`src/pdpwm_pkg.sv`:
```
// Package with register map, field layout and timing constants of the pulse-division PWM.
package pdpwm_pkg;
    // Register byte addresses on the APB slave.
    localparam logic [7:0]  PDPWM_OFS_CONTROL = 8'h00;
    localparam logic [7:0]  PDPWM_OFS_UPPER   = 8'h04;
    localparam logic [7:0]  PDPWM_OFS_LOWER   = 8'h08;
    // Field layout of the control register.
    localparam int          PDPWM_CLKSEL_POS  = 0;
    localparam logic [7:0]  PDPWM_CTRL_RSVD   = 8'hfe;
    // Reset value of the combined width data and the value read back from data registers.
    localparam logic [15:0] PDPWM_WIDTH_RESET = 16'hc000;
    localparam logic [7:0]  PDPWM_DATA_READ   = 8'hff;
    // Pulse structure: 64 pulses of 256 steps each, a step being one or two system clocks.
    localparam int          PDPWM_PULSES      = 64;
    localparam int          PDPWM_PULSE_STEPS = 256;
    // Offset added to the data value, and the continuous-high threshold.
    localparam logic [14:0] PDPWM_HIGH_OFFSET = 15'h0040;
    localparam logic [15:0] PDPWM_FULL_HIGH   = 16'hffc0;
    // System clocks per step: one for clock select 0, two for clock select 1.
    localparam logic [1:0]  PDPWM_STEP_DIV0   = 2'h1;
    localparam logic [1:0]  PDPWM_STEP_DIV1   = 2'h2;

    // Bundle of the APB request fields.
    typedef struct packed {
        logic [7:0]  addr;
        logic        write;
        logic [31:0] wdata;
        logic [3:0]  strb;
    } pdpwm_req_s;
endpackage : pdpwm_pkg

```
`src/pdpwm_step_gen.sv`:
```
// Step tick generator that divides the system clock by the selected prescale.
`timescale 1ns/1ps
`default_nettype none
module pdpwm_step_gen
    import pdpwm_pkg::*;
(
    // Clock and reset.
    input  wire logic clk,
    input  wire logic reset,
    // Clock selection.
    input  wire logic clock_select_bit,
    // One-cycle step tick.
    output var  logic step_tick
);
    logic [1:0] count;
    logic [1:0] next_count;
    logic       next_step_tick;

    // Count system clocks per step; select 1 doubles the step length.
    always_comb begin
        logic [1:0] div;
        div = clock_select_bit ? PDPWM_STEP_DIV1 : PDPWM_STEP_DIV0; // [RQ1] [RQ2]
        next_step_tick = 1'b0;
        next_count = count + 2'h1;
        if (next_count >= div) begin
            next_count = 2'h0;
            next_step_tick = 1'b1;
        end
    end

    // Register the counter and the tick.
    always_ff @(posedge clk or posedge reset) begin
        if (reset) begin
            count     <= 2'h0;
            step_tick <= 1'b0;
        end else begin
            count     <= next_count;
            step_tick <= next_step_tick;
        end
    end
endmodule // pdpwm_step_gen
`default_nettype wire

```
`src/pdpwm_wave_gen.sv`:
```
// Waveform generator that spreads the high steps over 64 pulses per period.
`timescale 1ns/1ps
`default_nettype none
module pdpwm_wave_gen
    import pdpwm_pkg::*;
(
    // Clock and reset.
    input  wire logic        clk,
    input  wire logic        reset,
    // Step tick and latched width data.
    input  wire logic        step_tick,
    input  wire logic [15:0] width_data,
    // Waveform level before the output flop.
    output var  logic        wave
);
    logic [13:0] pos;
    logic [13:0] next_pos;
    logic [15:0] active;
    logic [15:0] next_active;

    // Pulse count is the slot index; phase is the step inside a pulse.
    function automatic logic high_at(input logic [15:0] d, input logic [13:0] p);
        logic [14:0] total;
        logic [8:0]  base;
        logic [5:0]  extra;
        logic [5:0]  pulse;
        logic [7:0]  phase;
        logic [8:0]  len;
        logic [6:0]  rev;
        total = {1'b0, d[13:0]} + PDPWM_HIGH_OFFSET; // [RQ11]
        base  = total[14:6];
        extra = total[5:0];
        pulse = p[13:8];
        phase = p[7:0];
        // Bit-reversed slot order scatters the leftover steps evenly.
        rev = {1'b0, pulse[0], pulse[1], pulse[2], pulse[3], pulse[4], pulse[5]};
        len = base + ((rev < {1'b0, extra}) ? 9'h001 : 9'h000); // [RQ14]
        high_at = (d >= PDPWM_FULL_HIGH) || ({1'b0, phase} < len); // [RQ12]
    endfunction

    // Advance on each step; new data is taken only at period start.
    always_comb begin
        next_pos = pos;
        next_active = active;
        if (step_tick) begin
            next_pos = pos + 14'h0001; // [RQ10]
            if (pos == 14'h3fff) begin
                next_active = width_data; // [RQ8]
            end
        end
    end

    always_ff @(posedge clk or posedge reset) begin
        if (reset) begin
            pos    <= 14'h0000;
            active <= PDPWM_WIDTH_RESET; // [RQ9]
        end else begin
            pos    <= next_pos;
            active <= next_active;
        end
    end

    assign wave = high_at(active, pos);
endmodule // pdpwm_wave_gen
`default_nettype wire

```
`src/pdpwm_top.sv`:
```
// Top level of the pulse-division PWM with its APB register slave.
`timescale 1ns/1ps
`default_nettype none
// Operation
// RQ1 - Select 0: step is one system clock.
// RQ2 - Select 1: step is two system clocks.
// RQ3 - Control upper bits read one, ignore writes.
// RQ4 - Width is 14 bits: upper 6, lower 8.
// RQ5 - Width registers always read all ones.
// RQ6 - Software uses byte access on width registers.
// RQ7 - Software writes lower before upper.
// RQ8 - Upper write latches value; updated at period.
// RQ9 - Width data resets to C000.
// RQ10 - Each period holds 64 pulses.
// RQ11 - High steps equal data plus 64.
// RQ12 - Data FFC0 to FFFF keeps output high.
// RQ13 - Software enables pin function before use.
// RQ14 - Pulses of 256 steps, high spread evenly.
module pdpwm_top
    import pdpwm_pkg::*;
(
    // Clock and reset.
    input  wire logic        clk,
    input  wire logic        reset,
    // APB slave.
    input  wire logic        psel,
    input  wire logic        penable,
    input  wire logic        pwrite,
    input  wire logic [7:0]  paddr,
    input  wire logic [31:0] pwdata,
    input  wire logic [3:0]  pstrb,
    output logic             pready,
    output logic [31:0]      prdata,
    output logic             pslverr,
    // Waveform output.
    output logic             pwm_out
);
    pdpwm_req_s  req;
    logic        clock_select_bit;
    logic        next_clock_select_bit;
    logic [7:0]  lower_hold;
    logic [7:0]  next_lower_hold;
    logic [15:0] width_data;
    logic [15:0] next_width_data;
    logic [31:0] next_prdata;
    logic        next_pready;
    logic        next_pslverr;
    logic        next_pwm_out;
    logic        step_tick;
    logic        wave;

    assign req = '{addr: paddr, write: pwrite, wdata: pwdata, strb: pstrb};

    // The slave answers in the cycle after the first access cycle (one wait state); pready drops after each access.
    always_comb begin
        logic access;
        access = psel && penable && !pready;
        next_pready = access;
        next_prdata = 32'h0000_0000;
        next_pslverr = 1'b0;
        next_clock_select_bit = clock_select_bit;
        next_lower_hold = lower_hold;
        next_width_data = width_data;
        if (access) begin
            case (req.addr)
                PDPWM_OFS_CONTROL: begin
                    if (req.write && req.strb[0]) begin
                        next_clock_select_bit = req.wdata[PDPWM_CLKSEL_POS]; // [RQ3]
                    end
                    next_prdata = {24'h000000, PDPWM_CTRL_RSVD | {7'h00, clock_select_bit}}; // [RQ3]
                end
                PDPWM_OFS_LOWER: begin
                    if (req.write && req.strb[0]) begin
                        next_lower_hold = req.wdata[7:0]; // [RQ4]
                    end
                    next_prdata = {24'h000000, PDPWM_DATA_READ}; // [RQ5]
                end
                PDPWM_OFS_UPPER: begin
                    if (req.write && req.strb[0]) begin
                        // Upper two bits stay set as in the reset pattern.
                        next_width_data = {PDPWM_WIDTH_RESET[15:14], req.wdata[5:0], lower_hold}; // [RQ4] [RQ8]
                    end
                    next_prdata = {24'h000000, PDPWM_DATA_READ}; // [RQ5]
                end
                default: begin
                    next_pslverr = 1'b1;
                end
            endcase
        end
    end

    // Register file and bus answer flops.
    always_ff @(posedge clk or posedge reset) begin
        if (reset) begin
            pready           <= 1'b0;
            prdata           <= 32'h0000_0000;
            pslverr          <= 1'b0;
            clock_select_bit <= 1'b0;
            lower_hold       <= PDPWM_WIDTH_RESET[7:0];
            width_data       <= PDPWM_WIDTH_RESET; // [RQ9]
        end else begin
            pready           <= next_pready;
            prdata           <= next_prdata;
            pslverr          <= next_pslverr;
            clock_select_bit <= next_clock_select_bit;
            lower_hold       <= next_lower_hold;
            width_data       <= next_width_data;
        end
    end

    pdpwm_step_gen u_step (
        .clk              (clk),
        .reset            (reset),
        .clock_select_bit (clock_select_bit),
        .step_tick        (step_tick)
    );

    pdpwm_wave_gen u_wave (
        .clk        (clk),
        .reset      (reset),
        .step_tick  (step_tick),
        .width_data (width_data),
        .wave       (wave)
    );

    // Output flop keeps the pin glitch-free.
    assign next_pwm_out = wave;
    always_ff @(posedge clk or posedge reset) begin
        if (reset) begin
            pwm_out <= 1'b0;
        end else begin
            pwm_out <= next_pwm_out;
        end
    end
endmodule // pdpwm_top
`default_nettype wire

```
`config.mk`:
```
export PLATFORM = sky130hd
export DESIGN_NAME = pdpwm_top
export DESIGN_NICKNAME = d
export VERILOG_FILES = /design/src/pdpwm_pkg.sv /design/src/pdpwm_step_gen.sv /design/src/pdpwm_wave_gen.sv /design/src/pdpwm_top.sv
export SDC_FILE = /design/constraint.sdc
export NUM_CORES = 1
export LEC_CHECK = 0
export ABC_AREA = 1
export BUFFER_PORTS_ARGS = -buffer_cell sky130_fd_sc_hd__buf_2
export CELL_PAD_IN_SITES_DETAIL_PLACEMENT = 0
export CELL_PAD_IN_SITES_GLOBAL_PLACEMENT = 1
export CORE_AREA = 2 2 93 95
export CTS_CLUSTER_DIAMETER = 150
export DETAILED_ROUTE_END_ITERATION = 10
export DIE_AREA = 0 0 95 97
export HOLD_SLACK_MARGIN = 0.08
export PLACE_DENSITY = 0.93
export SYNTH_ARGS = -nofsm -noshare
export SYNTH_HDL_FRONTEND = slang
export SYNTH_SLANG_ARGS = --single-unit
export TNS_END_PERCENT = 5
```
`constraint.sdc`:
```
create_clock -name clk -period 7.8 [get_ports clk]
set_input_delay 1.17 -clock clk [delete_from_list [all_inputs] [get_ports clk]]
set_output_delay 1.17 -clock clk [all_outputs]
set_load 0.02 [all_outputs]
```
# == Yosys cells after proc, flatten, opt, wreduce, memory -nomap -nowiden ==
# Index checks and enable logic that the tools add are counted.
# totals
ff_bits,89
out_inout_bits,35
wordCells,42
# op_classes
addsub,4
magnitude_cmp,4
eq_ne,3
n_mux,8
n_reduce_logical,12
# ops
cell,count
greater-or-equal comparator 16 bit (second input constant),1
case mux 8 bit (2 select lines),1
adder 14 x 7 -> 15 bit (second input constant),1
adder 14 x 1 -> 14 bit (second input constant),1
== test 14 bit (second input constant),1
adder 9 bit,1
< comparator 8 x 9 -> 1 bit,1
AND reduction 3 bit,3
== test 8 x 3 -> 1 bit (second input constant),1
== test 8 x 4 -> 1 bit (second input constant),1
zero test 8 bit,1
two-way mux 8 bit,1
< comparator 6 bit,1
two-way mux 1 bit,4
two-way mux 2 bit,2
logical AND 1 bit,3
OR reduction 3 bit,1
adder 2 x 1 -> 2 bit (second input constant),1
greater-or-equal comparator 2 bit,1
AND reduction 2 bit,1
OR reduction 2 bit,1
zero test 1 bit,1
logical OR 1 bit,1

# == Depth between registers and ports, before layout ==
# logic_depth
depth_word,6
mapped_depth,19

# == Hierarchy ==
# Synthesis repeated with hierarchy kept, for this count alone.
# hier_totals
cells_unflattened,426
hier_area_um2,3553.4
# by_module_without_submodules
mod,n_inst,cells_per_inst,area_each_um2,seq_area_each_um2
pdpwm_wave_gen,1,238,1884.3,700.7
pdpwm_top,1,168,1506.4,700.7
pdpwm_step_gen,1,20,162.7,75.1

# == Worst setup path after synthesis ==
# Ideal clock, no wire load.
# synth_path
path_kind,register -> register
from,register u_wave.pos[10]
to,register pwm_out
arrival_ns,2.323
required_ns,7.679
path_slack_ns,5.356
stages_incl_launch_ff,18
n_path_buf,0
period_less_slack_ns,2.444
path_cell_list,dfrtp_1 -> ha_1 -> a21oi_1 -> o221a_2 -> ha_1 -> ha_1 -> nand2_1 -> nor2_2 -> nand3_1 -> xor2_1 -> ha_1 -> nand2_1 -> inv_1 -> nand2_1 -> nand2_1 -> nand2_1 -> nand2_1 -> nand2_1
# synth_via
elab_chain_cells,5
# synth_lines
item,line_no,rtl
from (decl),pdpwm_wave_gen.sv:16,logic [13:0] pos;
from (signal assigned),pdpwm_wave_gen.sv:58,pos <= next_pos;
< comparator 6 bit,pdpwm_wave_gen.sv:37,"len = base + ((rev < {1'b0, extra}) ? 9'h001 : 9'h000);"
two-way mux 1 bit,pdpwm_wave_gen.sv:37,
adder 9 bit,pdpwm_wave_gen.sv:37,
< comparator 8 x 9 -> 1 bit,pdpwm_wave_gen.sv:38,"high_at = (d >= PDPWM_FULL_HIGH) || ({1'b0, phase} < len);"
logical OR 1 bit,pdpwm_wave_gen.sv:38,
via next_pwm_out,pdpwm_top.sv:48,logic next_pwm_out;
to (signal assigned),pdpwm_top.sv:132,pwm_out <= next_pwm_out;
to (decl),pdpwm_top.sv:36,output logic pwm_out
# The timed path passes the listed nets, and every way through them passes these cells.
# A chain may end at the register's enable or synchronous reset.

# == Final worst setup path ==
# layout_path
from,input penable
to,register width_data[0]
# layout_via
elab_chain_cells,3
# layout_lines
item,line_no,rtl
from (decl),pdpwm_top.sv:27,"input wire logic penable,"
logical AND 1 bit (2 in a row),pdpwm_top.sv:57,access = psel && penable && !pready;
AND reduction 3 bit (no line),--,
to (signal assigned),pdpwm_top.sv:107,width_data <= next_width_data;
to (decl),pdpwm_top.sv:43,logic [15:0] width_data;
# Every way passes these cells.

==> out/results.tsv <==
stage	metric	value	unit
status	status	complete, no violations	
die	die_area	9220	um^2
drt	drt_drc_violations_left	0	
place	post-place-cells	539	
cells_and_area	area.growth.synth_to_final	9.11	%
global_route	initial_antenna_violation_count	0	
sta	hold_slack	0.475	ns
clocking	cts-buffers-inserted	9	
sta	hold_violations	0	
power_and_ir_drop	power	769	uW
place	gp_congestion	0.836	
power_and_ir_drop	vdd.ir_drop.worst	110	uV
cells_and_area	insertedDiodeCount	0	
sta	post-route-period-util	34.7	%
logic_synthesis	synth-seq-cells	59	
global_route	globalRouteOverflowTotal	0	
sta	finalClockSkew	0.00947	ns
die	boundaryPins	84	
drt	final_antenna_net_count	0	
cells_and_area	fillers	822	
global_route	grt_most_used_layer	met2	
sta	setup-violations-final	0	
setup_path	worst_setup_path_start_kind	primary input	
clocking	cts_hold_buffers	0	
cells_and_area	layout.nets	512	
die	core_region_area	8130	um^2
clocking	cts_setup_buffers	0	
logic_synthesis	synth_edf_count	0	
place	dpl.hpwl	4370	um
setup_path	path_class	primary input to register	
die	row_count	33	
power_and_ir_drop	power.static_leakage	2.04	nW
sta	final_period_minus_worst_setup_slack	2.71	ns
clocking	tritoncts	done	
global_route	total_routing_resource_utilization_after_global_routing	14.2	%
global_route	grt_pass1_vias	2489	
logic_synthesis	synth_area	3350	um^2
die	chipHeight	97	um
run	max_cap_violations	0	
global_route	grt_first_pass_wirelength	10600	um
logic_synthesis	syn-instance-count	416	
setup_path	path_max_fanout	24	
setup_path	worst_setup_path_end_kind	register	
logic_synthesis	top_reg_cell_synth	dfrtp_1	
sta	timing.final.max_slew_violations	0	
logic_synthesis	post_synth.cell_area_avg	8.05	um^2
cells_and_area	drive_gt1_share	14.0	%
sta	rsz0062_at_grt	false	
drt	wire_per_inst	10.3	um
clocking	cts_clock_pin_slew_for_the_worst_setup_and_hold_paths	0.07	ns
logic_synthesis	asyncSetResetFlopFracSynth	100	%
clocking	post_cts.resized_instances	0	
place	place.port_buffers	32	
clocking	ctsRootBufferMaster	clkbuf_8	
logic_synthesis	synthDistinctLibCells	27	
sta	timing.slew.headroom	44.5	%
power_and_ir_drop	power_density	210	nW/um^2
logic_synthesis	synth_seq_area_share	44.1	%
sta	tns	0	ns
drt	via_to_cell_ratio	4.50	
global_route	global_route.usage.met1	17.8	%
die	floorplan.initialDensity	41.2	%
clocking	cts_sinks	59	
drt	dr_total_vias	2499	
drt	drt-pass1-iter-count	4	
clocking	insertion_delay	0.33	ns
global_route	largest_net_degree_at_the_start_of_global_routing	60	
setup_path	critPathArrivalTime	2.91	ns
cells_and_area	layout.cells.non_filler	555	
logic_synthesis	synth_warnings	0	
die	die_w	95	um
setup_path	cp_data_required_time	8.00	ns
clocking	clk_path_buf_depth	2	
sta	max_freq	0.369	GHz
global_route	grt.met2_usage	23.9	%
drt	drt-total-wl	5740	um
clocking	cts_htree_levels	3	
drt	drt_iter0_markers	98	
min_path	timing.hold.worst.class	register to register	
sta	worst_pin_slew	0.831	ns
global_route	global_route.usage.met3	4.13	%
-- area by class of cell --
| class | instances | area (um^2) | area share [%] |
|---|---|---|---|
| Clock inverter | 6 | 65.1 | 1.78 |
| Timing Repair Buffer | 33 | 168 | 4.59 |
| Clock buffer | 10 | 128 | 3.49 |
| Tap cell | 105 | 131 | 3.59 |
| Multi-Input combinational cell | 297 | 1520 | 41.5 |
| Sequential cell | 59 | 1480 | 40.4 |
| Inverter | 45 | 169 | 4.62 |
-- cell usage after synthesis (5+ instances only) --
master	n	share of area (%)
buf_4	31	6.9
inv_1	43	4.8
xnor2_1	6	1.6
nand4_1	6	1.1
nor2_1	20	2.2
a21oi_1	9	1.3
dfrtp_1	59	44
nor2_2	5	0.93
buf_2	5	0.75
nand3_1	46	6.9
xor2_1	12	3.1
ha_1	18	6.7
nand2_1	133	15
-- path summary, 6_finish.rpt --
| path | from | end | slack [ns] | depth (start not counted) |
|---|---|---|---|---|
| setup / recovery | penable | width_data[0]$_DFFE_PP0P_ | 5.09 | 8 |
| hold / removal | lower_hold[0]$_DFFE_PP0P_ | lower_hold[0]$_DFFE_PP0P_ | 0.48 | 2 |
| setup reg to reg | u_wave.pos[10]$_DFFE_PP0P_ | pwm_out$_DFF_PP0_ | 5.11 | 17 |
| hold reg to reg | lower_hold[0]$_DFFE_PP0P_ | lower_hold[0]$_DFFE_PP0P_ | 0.48 | 2 |
| max in group asynchronous | reset | u_wave.active[12]$_DFFE_PP0P_ | 6.28 | 3 |
| min in group asynchronous | reset | u_wave.active[3]$_DFFE_PP0P_ | 1.04 | 3 |
-- cells by family after synthesis --
logic type | count (synthesis) | share of synthesized area (%)
DFF | 59 | 44.1
and+or+nand+nor | 223 | 28.6
AOI/OAI and AO/OA | 13 | 2.13
other | 1 | 0.112
xor gates and xnor gates | 19 | 5.19
buffers and inverters | 83 | 13.2
adders and majority gates | 18 | 6.72
-- power by group --
group | leakage (nW) | internal, mW | switching (mW)
registers | 0.795 | 0.333 | 0.0389
clock network | 0.0966 | 0.148 | 0.122
logic | 1.15 | 0.0505 | 0.0763
total | 2.04 | 0.531 | 0.237
-- through the flow --
| stage | utilization, % | setup slack (ns) | cell area [um^2] |
|---|---|---|---|
| 2_1_floorplan | - | 5.17 | 3440 |
| 3_3_place_gp | 42.6 | 4.80 | 3460 |
| 3_5_place_dp | 42.6 | 4.74 | 3460 |
| 4_1_cts | 44.9 | 5.06 | 3650 |
| 5_1_grt | 44.9 | 4.82 | 3650 |
| 6_report | 44.9 | 5.09 | 3650 |
-- sequential cells by signal, summed over array words and instances (netlist names) --
| signal | cells |
|---|---|
| clock_select_bit | 1 |
| lower_hold | 8 |
| prdata | 2 |
| pready | 1 |
| pslverr | 1 |
| pwm_out | 1 |
| u_step.count | 2 |
| u_step.step_tick | 1 |
| u_wave.active | 14 |
| u_wave.pos | 14 |
| width_data | 14 |
-- layer usage --
layer	up-vias	wire length [um]
li1	1307	-
met1	1144	2610
met2	43	2860
met3	5	232
met4	0	38
met5	-	0
-- worst max-delay path: stages --
cell and delay (ns):
buf_2 0.07, inv_1 0.03, nor2_1 0.09, nand2_1 0.12, nor2_2 0.65, nand2_1 0.48, nor2_1 0.22, a21oi_1 0.06
-- layout by cell type (no fill, tap or decap), drive strengths merged, types with 2 or more instances in the layout --
master	synthesis	layout
nand3b	2	2
nand4	6	6
xnor2	6	6
conb	1	24
nor2	26	26
inv	44	45
ha	18	18
clkinv	1	4
o21ai	3	3
nand2	137	137
nand3	46	46
nor3	4	4
xor2	13	13
dfrtp	59	59
buf	37	33
clkbuf	1	10
a21oi	9	9
No activity file was read; power rests on OpenSTA's default activity.
